--- src/verilog/acoc_params.svh ---
`ifndef ACOC_PARAMS_SVH
`define ACOC_PARAMS_SVH
// ==========================================
// clock
`define ACOC_CLK_MHZ 20
`define ACOC_CLK_NS 50
// ==========================================
// interpolation, sample time 8 us
`define ACOC_TS_NS 8000
`define ACOC_HALF_CYC ((`ACOC_TS_NS / 2) / `ACOC_CLK_NS)
// ==========================================
// offset canceller
`define ACOC_DS_US 256
`define ACOC_DS_CYC (`ACOC_DS_US * `ACOC_CLK_MHZ)
`define ACOC_PHASE_SMP 2048
`define ACOC_WIN_S1 48
`define ACOC_WIN_S2 384
`define ACOC_WIN_S3 3072
`define ACOC_WIN_NORM 24576
`define ACOC_OC_THR 1
`define ACOC_ST_REC_US 100
`define ACOC_ST_REC_CYC (`ACOC_ST_REC_US * `ACOC_CLK_MHZ)
// ==========================================
// offset monitor blanking after reset
`define ACOC_MON_BLANK_MS 2100
`define ACOC_MON_BLANK_CYC (`ACOC_MON_BLANK_MS * 1000 * `ACOC_CLK_MHZ)
// ==========================================
// arming
`define ACOC_PS_UNIT_MS 64
`define ACOC_PS_UNIT_CYC (`ACOC_PS_UNIT_MS * 1000 * `ACOC_CLK_MHZ)
`define ACOC_CFG_MODE_LSB 0
`define ACOC_CFG_POL_BIT 2
`define ACOC_CFG_RESET 3'h3
`endif

--- src/verilog/acoc_pkg.sv ---
package acoc_pkg;
    // arming mode, low two bits of the arming/output configuration field
    typedef enum logic [1:0] {
        ARM_MA,
        ARM_CNT,
        ARM_UNF,
        ARM_OFF
    } acoc_arm_mode_t;
    // offset canceller startup phases
    typedef enum logic [1:0] {
        PH_START1,
        PH_START2,
        PH_START3,
        PH_NORMAL
    } acoc_phase_t;
endpackage

--- src/verilog/acoc_arm.sv ---
`timescale 1ns/1ps
`include "acoc_params.svh"
module acoc_arm import acoc_pkg::*; #(
    parameter int DW = 10,
    parameter int PS_UNIT = `ACOC_PS_UNIT_CYC
) (
    // clock and reset
    input wire logic clock,
    input wire logic rst,
    // sample taken at a response frame start
    input wire logic smp_pulse,
    input wire logic signed [DW-1:0] smp,
    // configuration
    input wire acoc_arm_mode_t mode,
    input wire logic [1:0] window_size_field,
    input wire logic [1:0] pulse_stretch_setting,
    input wire logic signed [7:0] thr_pos,
    input wire logic signed [7:0] thr_neg,
    // arming, active high
    output logic arm_q
);
    logic signed [DW-1:0] hist_q [0:7];
    logic [2:0] cnt_q;
    logic [23:0] ps_q;
    logic cond_q;
    logic signed [DW+2:0] wsum;
    // sum of the new sample and the last k-1 stored ones, k = 2^field;
    // kept in a process so the stored history is in its sensitivity
    always_comb begin
        wsum = (DW+3)'(smp);
        for (int i = 0; i < 7; i++)
            if (i < (1 << window_size_field) - 1)
                wsum = wsum + (DW+3)'(hist_q[i]);
    end
    wire signed [DW+2:0] avg = wsum >>> window_size_field;
    // thresholds are arguments so that a change to them re-evaluates the compare
    function automatic logic hit(input logic signed [DW+2:0] v, input logic signed [7:0] p,
                                 input logic signed [7:0] n);
        hit = (v >= (DW+3)'(p)) | (v <= (DW+3)'(n));
    endfunction
    wire smp_hit = hit((DW+3)'(smp), thr_pos, thr_neg);
    wire [2:0] cnt_d = smp_hit ? (cnt_q == 3'h7 ? cnt_q : cnt_q + 3'h1) : 3'h0;
    wire ma_c = hit(avg, thr_pos, thr_neg);
    wire cnt_c = cnt_d >= {1'b0, window_size_field} + 3'h1;
    wire cond = (mode == ARM_MA) ? ma_c : ((mode == ARM_CNT) ? cnt_c : smp_hit);
    wire stretch = (pulse_stretch_setting != 2'h0) & (mode != ARM_UNF);
    wire reload = smp_pulse & cond & (mode != ARM_OFF);
    always_ff @(posedge clock) begin
        if (rst) begin
            for (int i = 0; i < 8; i++)
                hist_q[i] <= '0;
            cnt_q <= 3'h0;
            ps_q <= 24'h0;
            cond_q <= 1'b0;
        end else begin
            if (smp_pulse) begin
                hist_q[0] <= smp;
                for (int i = 1; i < 8; i++)
                    hist_q[i] <= hist_q[i-1];
                cnt_q <= cnt_d;
                cond_q <= cond & (mode != ARM_OFF);
            end
            if (reload)
                ps_q <= 24'(PS_UNIT) * {22'h0, pulse_stretch_setting};
            else if (ps_q != 24'h0)
                ps_q <= ps_q - 24'h1;
        end
    end
    // with stretch the output is the timer alone, so it only drops on expiry
    always_comb arm_q = stretch ? (ps_q != 24'h0) : cond_q;
endmodule // acoc_arm

--- src/verilog/acoc_offset.sv ---
`timescale 1ns/1ps
`include "acoc_params.svh"
module acoc_offset import acoc_pkg::*; #(
    parameter int DW = 10,
    parameter int DS_CYC = `ACOC_DS_CYC,
    parameter int BLANK_CYC = `ACOC_MON_BLANK_CYC
) (
    // clock and reset
    input wire logic clock,
    input wire logic rst,
    // cancelled data fed back
    input wire logic signed [DW-1:0] smp,
    // control
    input wire logic selftest_active,
    input wire logic offset_monitor_enable,
    input wire logic signed [DW-1:0] offset_limit_positive,
    input wire logic signed [DW-1:0] offset_limit_negative,
    // status
    output logic signed [DW-1:0] corr_q,
    output logic over_q
);
    logic [15:0] ds_q;
    logic [15:0] n_q;
    logic [10:0] pcnt_q;
    logic [11:0] rec_q;
    logic [31:0] blank_q;
    logic signed [27:0] sum_q;
    logic st_q;
    acoc_phase_t ph_q;
    function automatic logic [15:0] win_of(acoc_phase_t p);
        case (p)
            PH_START1: win_of = 16'(`ACOC_WIN_S1);
            PH_START2: win_of = 16'(`ACOC_WIN_S2);
            PH_START3: win_of = 16'(`ACOC_WIN_S3);
            default: win_of = 16'(`ACOC_WIN_NORM);
        endcase
    endfunction
    wire [15:0] win = win_of(ph_q);
    // selftest freezes accumulation, phases, correction and over flag, then a recovery hold
    wire susp = selftest_active | (rec_q != 12'h000);
    wire tick = (ds_q == 16'(DS_CYC - 1));
    wire take = tick & ~susp;
    wire signed [27:0] sum_n = sum_q + 28'(smp);
    wire signed [27:0] lim = 28'(win) * 28'(`ACOC_OC_THR);
    wire wdone = take & (n_q == win - 16'h0001);
    wire pdone = take & (pcnt_q == 11'(`ACOC_PHASE_SMP - 1)) & (ph_q != PH_NORMAL);
    // comparing the sum against win*thr avoids a divide by 3*2^k
    wire up = sum_n >= lim;
    wire dn = sum_n <= -lim;
    wire signed [DW-1:0] corr_d = up ? corr_q + 1'b1 : (dn ? corr_q - 1'b1 : corr_q);
    wire mon_ok = offset_monitor_enable & (blank_q == 32'h0);
    always_ff @(posedge clock) begin
        if (rst) begin
            ds_q <= 16'h0000;
            n_q <= 16'h0000;
            pcnt_q <= 11'h000;
            rec_q <= 12'h000;
            blank_q <= 32'(BLANK_CYC);
            sum_q <= 28'h0000000;
            st_q <= 1'b0;
            ph_q <= PH_START1;
            corr_q <= '0;
            over_q <= 1'b0;
        end else begin
            st_q <= selftest_active;
            ds_q <= tick ? 16'h0000 : ds_q + 16'h0001;
            if (blank_q != 32'h0)
                blank_q <= blank_q - 32'h1;
            if (st_q & ~selftest_active)
                rec_q <= 12'(`ACOC_ST_REC_CYC);
            else if (rec_q != 12'h000)
                rec_q <= rec_q - 12'h001;
            if (take)
                pcnt_q <= pcnt_q + 11'h001;
            if (pdone) begin
                ph_q <= acoc_phase_t'(ph_q + 2'h1);
                n_q <= 16'h0000;
                sum_q <= 28'h0000000;
            end else if (wdone) begin
                n_q <= 16'h0000;
                sum_q <= 28'h0000000;
                corr_q <= corr_d;
                if (mon_ok)
                    over_q <= (corr_d > offset_limit_positive) |
                              (corr_d < offset_limit_negative);
            end else if (take) begin
                n_q <= n_q + 16'h0001;
                sum_q <= sum_n;
            end
            if (~mon_ok & ~selftest_active)
                over_q <= 1'b0;
        end
    end
endmodule // acoc_offset

--- src/verilog/acoc_top.sv ---
`timescale 1ns/1ps
`include "acoc_params.svh"
module acoc_top import acoc_pkg::*; #(
    parameter int DW = 10,
    parameter int DS_CYC = `ACOC_DS_CYC,
    parameter int BLANK_CYC = `ACOC_MON_BLANK_CYC,
    parameter int PS_UNIT = `ACOC_PS_UNIT_CYC
) (
    // clock and reset
    input wire logic clock,
    input wire logic rst,
    // filtered samples from the dsp
    input wire logic sample_strobe,
    input wire logic signed [DW-1:0] x_sample,
    input wire logic signed [DW-1:0] y_sample,
    // chip select pin
    input wire logic cs_n,
    // decoded request from the serial front end
    input wire logic acc_req_valid,
    input wire logic acc_req_axis,
    input wire logic offset_cancel_select_n,
    input wire logic error_event,
    // configuration
    input wire logic selftest_active,
    input wire logic offset_monitor_enable,
    input wire logic [2:0] device_config_reg,
    input wire logic signed [DW-1:0] offset_limit_positive,
    input wire logic signed [DW-1:0] offset_limit_negative,
    input wire logic [1:0] x_window_size_field,
    input wire logic [1:0] y_window_size_field,
    input wire logic [1:0] x_pulse_stretch_setting,
    input wire logic [1:0] y_pulse_stretch_setting,
    input wire logic signed [7:0] x_arming_threshold_pos,
    input wire logic signed [7:0] x_arming_threshold_neg,
    input wire logic signed [7:0] y_arming_threshold_pos,
    input wire logic signed [7:0] y_arming_threshold_neg,
    // response data
    output logic [DW-1:0] resp_data_q,
    output logic resp_axis_q,
    output logic resp_strobe_q,
    // arming pins
    output logic arm_x_pin_q,
    output logic arm_y_pin_q,
    // offset status
    output logic x_over_range_q,
    output logic y_over_range_q,
    output logic signed [DW-1:0] x_offset_correction_value_q,
    output logic signed [DW-1:0] y_offset_correction_value_q
);
    // ==========================================
    // chip select synchroniser and edge
    logic cs_s1_q;
    logic cs_s2_q;
    logic cs_s3_q;
    always_ff @(posedge clock) begin
        if (rst) begin
            cs_s1_q <= 1'b1;
            cs_s2_q <= 1'b1;
            cs_s3_q <= 1'b1;
        end else begin
            cs_s1_q <= cs_n;
            cs_s2_q <= cs_s1_q;
            cs_s3_q <= cs_s2_q;
        end
    end
    // seen two to three cycles after the pin edge, far inside one sample
    wire cs_fall = cs_s3_q & ~cs_s2_q;

    // ==========================================
    // per-axis views of the loose ports
    wire signed [DW-1:0] raw [0:1];
    assign raw[0] = x_sample;
    assign raw[1] = y_sample;
    wire [1:0] wsf [0:1];
    assign wsf[0] = x_window_size_field;
    assign wsf[1] = y_window_size_field;
    wire [1:0] psf [0:1];
    assign psf[0] = x_pulse_stretch_setting;
    assign psf[1] = y_pulse_stretch_setting;
    wire signed [7:0] tpos [0:1];
    assign tpos[0] = x_arming_threshold_pos;
    assign tpos[1] = y_arming_threshold_pos;
    wire signed [7:0] tneg [0:1];
    assign tneg[0] = x_arming_threshold_neg;
    assign tneg[1] = y_arming_threshold_neg;

    // ==========================================
    // saturate a widened value into the data width
    function automatic logic signed [DW-1:0] sat(input logic signed [DW:0] v);
        logic signed [DW:0] hi;
        logic signed [DW:0] lo;
        hi = (DW+1)'({1'b0, {(DW-1){1'b1}}});
        lo = -hi - (DW+1)'(1);
        if (v > hi)
            sat = DW'(hi);
        else if (v < lo)
            sat = DW'(lo);
        else
            sat = DW'(v);
    endfunction

    // ==========================================
    // half sample timer for the interpolator
    logic [15:0] half_q;
    logic half_run_q;
    wire half_hit = half_run_q & (half_q == 16'(`ACOC_HALF_CYC - 1));
    always_ff @(posedge clock) begin
        if (rst) begin
            half_q <= 16'h0000;
            half_run_q <= 1'b0;
        end else if (sample_strobe) begin
            half_q <= 16'h0000;
            half_run_q <= 1'b1;
        end else if (half_hit) begin
            half_run_q <= 1'b0;
        end else if (half_run_q) begin
            half_q <= half_q + 16'h0001;
        end
    end

    // ==========================================
    // configuration decode
    wire [1:0] mode_bits = device_config_reg[`ACOC_CFG_MODE_LSB +: 2];
    wire acoc_arm_mode_t arm_mode = acoc_arm_mode_t'(mode_bits);
    wire arm_low = device_config_reg[`ACOC_CFG_POL_BIT];

    // ==========================================
    // request held until the response frame opens
    logic pend_q;
    logic pend_axis_q;
    logic pend_ocn_q;
    logic lock_q;
    wire take = cs_fall & pend_q;
    always_ff @(posedge clock) begin
        if (rst) begin
            pend_q <= 1'b0;
            pend_axis_q <= 1'b0;
            pend_ocn_q <= 1'b1;
            lock_q <= 1'b0;
        end else begin
            // a new request arriving with the edge belongs to the next frame
            if (acc_req_valid) begin
                pend_q <= 1'b1;
                pend_axis_q <= acc_req_axis;
                pend_ocn_q <= offset_cancel_select_n;
            end else if (take) begin
                pend_q <= 1'b0;
            end
            // sticky until reset: a fault must not re-arm
            if (error_event)
                lock_q <= 1'b1;
        end
    end

    // ==========================================
    // per-axis interpolation, cancellation and arming
    logic signed [DW-1:0] out_q [0:1];
    logic signed [DW-1:0] held_q [0:1];
    wire signed [DW-1:0] canc [0:1];
    wire signed [DW-1:0] corr [0:1];
    wire over [0:1];
    wire arm [0:1];
    genvar a;
    generate
        for (a = 0; a < 2; a++) begin : g_axis
            wire signed [DW:0] mid_sum = (DW+1)'(held_q[a]) + (DW+1)'(raw[a]);
            wire signed [DW-1:0] mid = DW'(mid_sum >>> 1);
            always_ff @(posedge clock) begin
                if (rst) begin
                    out_q[a] <= '0;
                    held_q[a] <= '0;
                end else if (sample_strobe) begin
                    out_q[a] <= mid;
                    held_q[a] <= raw[a];
                end else if (half_hit) begin
                    out_q[a] <= held_q[a];
                end
            end
            assign canc[a] = sat((DW+1)'(out_q[a]) - (DW+1)'(corr[a]));
            wire smp_go = take & (pend_axis_q == 1'(a)) & ~lock_q;
            // independent instances: no state is shared between axes
            acoc_offset #(
                .DW(DW),
                .DS_CYC(DS_CYC),
                .BLANK_CYC(BLANK_CYC)
            ) u_off (
                .clock(clock),
                .rst(rst),
                .smp(canc[a]),
                .selftest_active(selftest_active),
                .offset_monitor_enable(offset_monitor_enable),
                .offset_limit_positive(offset_limit_positive),
                .offset_limit_negative(offset_limit_negative),
                .corr_q(corr[a]),
                .over_q(over[a])
            );
            acoc_arm #(
                .DW(DW),
                .PS_UNIT(PS_UNIT)
            ) u_arm (
                .clock(clock),
                .rst(rst),
                .smp_pulse(smp_go),
                .smp(canc[a]),
                .mode(arm_mode),
                .window_size_field(wsf[a]),
                .pulse_stretch_setting(psf[a]),
                .thr_pos(tpos[a]),
                .thr_neg(tneg[a]),
                .arm_q(arm[a])
            );
        end
    endgenerate

    // ==========================================
    // response latch
    wire signed [DW-1:0] sel_raw = pend_axis_q ? out_q[1] : out_q[0];
    wire signed [DW-1:0] sel_canc = pend_axis_q ? canc[1] : canc[0];
    wire [DW-1:0] resp_d = pend_ocn_q ? sel_raw : sel_canc;
    always_ff @(posedge clock) begin
        if (rst) begin
            resp_data_q <= '0;
            resp_axis_q <= 1'b0;
            resp_strobe_q <= 1'b0;
        end else begin
            resp_strobe_q <= take;
            if (take) begin
                resp_data_q <= resp_d;
                resp_axis_q <= pend_axis_q;
            end
        end
    end

    // ==========================================
    // pins and status
    always_ff @(posedge clock) begin
        if (rst) begin
            arm_x_pin_q <= 1'b0;
            arm_y_pin_q <= 1'b0;
            x_over_range_q <= 1'b0;
            y_over_range_q <= 1'b0;
            x_offset_correction_value_q <= '0;
            y_offset_correction_value_q <= '0;
        end else begin
            arm_x_pin_q <= arm[0] ^ arm_low;
            arm_y_pin_q <= arm[1] ^ arm_low;
            x_over_range_q <= over[0];
            y_over_range_q <= over[1];
            x_offset_correction_value_q <= corr[0];
            y_offset_correction_value_q <= corr[1];
        end
    end
endmodule // acoc_top
--- config.mk ---
export PLATFORM = sky130hd
export DESIGN_NAME = acoc_top
export DESIGN_NICKNAME = d
export VERILOG_FILES = /design/src/verilog/acoc_pkg.sv /design/src/verilog/acoc_arm.sv /design/src/verilog/acoc_offset.sv /design/src/verilog/acoc_top.sv
export VERILOG_INCLUDE_DIRS = /design/src /design/src/verilog
export SDC_FILE = /design/constraint.sdc
export NUM_CORES = 2
export LEC_CHECK = 0
export BUFFER_PORTS_ARGS = -buffer_cell sky130_fd_sc_hd__buf_4
export CORE_MARGIN = 2
export CORE_UTILIZATION = 54
export DETAILED_ROUTE_END_ITERATION = 8
export GPL_TIMING_DRIVEN = 0
export PLACE_DENSITY = 0.72
export SYNTH_ARGS = -nofsm -noshare
export SYNTH_HDL_FRONTEND = slang
export SYNTH_SLANG_ARGS = --single-unit
export TNS_END_PERCENT = 10
--- constraint.sdc ---
create_clock -name clock -period 26.2 [get_ports clock]
set_input_delay 2.62 -clock clock [delete_from_list [all_inputs] [get_ports clock]]
set_output_delay 2.62 -clock clock [all_outputs]
set_load 0.01 [all_outputs]
==> metrics.md <==
| Metric | Value |
|---|---|
| Hold Path Class | reg -> reg |
| WHS Path Cells | 1 |
| Drt via density | 5.87 |
| Cells after synthesis | 5053 |
| Largest net degree at the start of global routing | a little under 60 |
| Final Hold Fails | 0 |
| Pre-antenna DRT Iters | 6 |
| Initial antenna violation count | 5 |
| GP Congestion | 0.945 |
| Layout cells sized above 1 | 7.12% |
| Routed WL | 118000 um |
| DRC Markers | 0 |
| Final period util | 62.2% |
| Asr flop ratio synth | 0% |
| Syn Area/Cell | 8.47 um^2 |
| Area share of the largest cell type after synthesis | between 15 and 20% |
| ANT nets after route | 0 |
| TritonCTS clock tree | built |
| CP peak stage delay | ~0.73 ns |
| Worst skew pair latency | 0.62 ns |
| Filler instances | 7012 |
| R2R cell count | 62 |
| Seq/Total Area, Yosys | 30.1% |
| Leak | 20.3 nW |
| Count leader, synth | ha_1 |
| Synth top cells by count | ha_1 (513), nor2_1 (502), nand2_1 (426) |
| WL/cell | 18.5 um |
| First-pass GRT wire length | 187000 um |
| CP arrival | 16.80 ns |
| Htree depth | 3 |
| # port buffers | about 130 |
| Outcome | finished, final reports clean |
| Worst-case clock skew | 0.0175 ns |
| Setup Viol. Count Final | 0 |
| Max Clk Rate | 61.4 MHz |
| Clk slew on worst S/H paths | ~0.060 ns |
| Worst Tran Pin Value | ~1.3 ns |
| Area of the multi-input gates | 28200 um^2 |
| Cell area after layout | roughly 47000 um^2 |
| Synth area leader | dfxtp_1 |
| Unrepaired setup endpoints after global routing | no |
| Pwr dens | approximately 100 nW/um^2 |
| Seq cells post-synth | 553 |
| Slew Viols, Final | 0 |
| Area grow syn2layout | 10.9% |
| Total gr overflow | 0 |
| Synth Flop Type | dfxtp_1 |
| Area after DPL | 45100 um^2 |
| Minimum clock period | 16.29 ns |
| CTS Root Buffer Type | clkbuf_16 |
| Critical Path RT | 26.71 ns |
| Synth warn | 0 |
| Post-CTS resize count | 0 |
| Die area | 81500 um^2 |
| Max Cap Viol | 0 |
| DR vias | 37373 |
| CTS max path bufs | 3 |
| Vias in the first global route | 35521 |
| Core box area | 78700 um^2 |
| Worst Path Class, Setup | reg -> reg |
| Crit path capture type | flop |
| Synthesized area | around 43000 um^2 |
| Cts hold-fix bufs | 0 |
| CTS Buf Count | 68 |
| FP Rows | 103 |
| Post-CTS setup buffer count | 0 |
| Crit Path Max Fanout | 30 |
| Maximum VDD drop | 60.3 uV |
| Initial Utilization | approximately 54% |
| Die span in y | about 290 um |
| Ports | 129 |
| Post-synth EDFFs | 180 |
| All-Layer GR Usage | 28.3% |
| Startpoint types | flop |
| Die Wd | about 290 um |
| Register Area | 12900 um^2 |
| Distinct cells, synth | about 110 |
| CTS sink cnt | 553 |
| Initial DRC Count | 3107 |
| Slowest CP cell | clkbuf_2 |
| Synth top area cells | dfxtp_1 (17%), ha_1 (15%), edfxtp_1 (13%) |
| DP Wirelength | about 91000 um |
| Max_slew headroom | 10.7% |
| Nets@finish | 5881 |
| Setup TNS | 0 ns |
-- cell families (layout without fill, tap and decap cells) --
family	count (synthesis)	in the layout	synth area share [%]
and+or+nand+nor	1864	1864	21.6
AOI/OAI and AO/OA	1137	1137	17.0
DFF	553	553	30.1
adders and majority gates	541	541	16.1
buffers and inverters	453	710	4.05
xor gates and xnor gates	405	405	8.33
muxes	99	99	2.75
other	1	3	0.00876
-- metal layers --
metal,global-route usage (%),part of all wire [%]
met1,39.0,45
met2,45.2,44
met3,3.65,6.5
met4,10.9,3.8
met5,0,0.022
-- final timing paths --
check | from | endpoint | slack (ns)
hold reg to reg | cs_s2_q | cs_s3_q | 0.44
hold / removal | cs_s2_q | cs_s3_q | 0.44
setup / recovery | g_axis[1].u_off.corr_q[1] | g_axis[1].u_arm.ps_q[18] | 9.91
setup reg to reg | g_axis[1].u_off.corr_q[1] | g_axis[1].u_arm.ps_q[18] | 9.91
-- stage by stage --
step                      power, mW  utilization, %  hold WS [ns]  setup slack, ns  std cells
after floorplan                3.21               -         0.389            12.66       5054
after detailed placement       3.80            57.3         0.423             9.61       6235
after global routing           5.22            60.3         0.453             8.93       6361
after CTS                      4.80            60.3         0.437            10.13       6361
after global placement         3.74            57.2         0.418             9.54       6231
final                          4.83            60.3         0.437             9.91       6362
-- layout by cell type (no fill, tap or decap), types with 17 or more instances in the layout --
| cell type | count |
|---|---|
| a211o_1 | 17 |
| a211oi_1 | 54 |
| a21boi_0 | 19 |
| a21o_1 | 130 |
| a21oi_1 | 364 |
| a31oi_1 | 25 |
| and2_1 | 144 |
| and3_1 | 50 |
| buf_4 | 131 |
| clkbuf_1 | 154 |
| clkbuf_16 | 74 |
| dfxtp_1 | 373 |
| edfxtp_1 | 180 |
| fa_1 | 20 |
| ha_1 | 513 |
| inv_1 | 292 |
| mux2_2 | 36 |
| mux2i_1 | 48 |
| nand2_1 | 426 |
| nand2b_1 | 65 |
| nand3_1 | 109 |
| nand4_1 | 76 |
| nor2_1 | 502 |
| nor2b_1 | 88 |
| nor3_1 | 159 |
| nor4_1 | 51 |
| o211ai_1 | 28 |
| o21a_1 | 55 |
| o21ai_0 | 228 |
| o21bai_1 | 38 |
| or2_2 | 29 |
| or3_1 | 65 |
| or4_1 | 23 |
| xnor2_1 | 244 |
| xor2_1 | 160 |
-- cell type report --
type | instances | share of cell area [%]
Antenna cell | 1 | 0.00527
Buffer | 154 | 1.29
Clock buffer | 102 | 4.35
Clock inverter | 24 | 0.532
Inverter | 299 | 2.36
Multi-Input combinational cell | 4048 | 59.4
Sequential cell | 553 | 27.1
Tap cell | 1050 | 2.77
Timing Repair Buffer | 131 | 2.16
-- critical path: cells and delay by family, from the launching register on --
family          cells  cell delay [ns]
compound gates     25             5.30
fa+ha+maj          10             3.36
simple gates       11             2.41
buf+inv             6             1.98
xor+xnor            8             1.81
mux                 2             0.76
flops               1             0.51
-- flip-flops by register name, summed over array words and instances, names as in the netlist, 6 cells and up --
register / flops
g_axis.u_off.sum_q: 56
g_axis.u_arm.ps_q: 48
g_axis.u_off.n_q: 32
g_axis.u_off.pcnt_q: 22
g_axis.u_arm.cnt_q: 6
g_axis.u_off.ds_q: 32
x_offset_correction_value_q: 10
held_q: 20
y_offset_correction_value_q: 10
g_axis.u_off.corr_q: 20
resp_data_q: 10
g_axis.u_off.blank_q: 64
g_axis.u_off.rec_q: 24
out_q: 20
half_q: 16
g_axis.u_arm.hist_q: 140
-- power breakdown --
group / internal (mW) / total [mW] / switching, mW
registers: 0.952 / 1.01 / 0.0574
clock network: 0.574 / 0.974 / 0.400
logic: 1.22 / 2.85 / 1.63
Power figures use the tool's default switching activity.
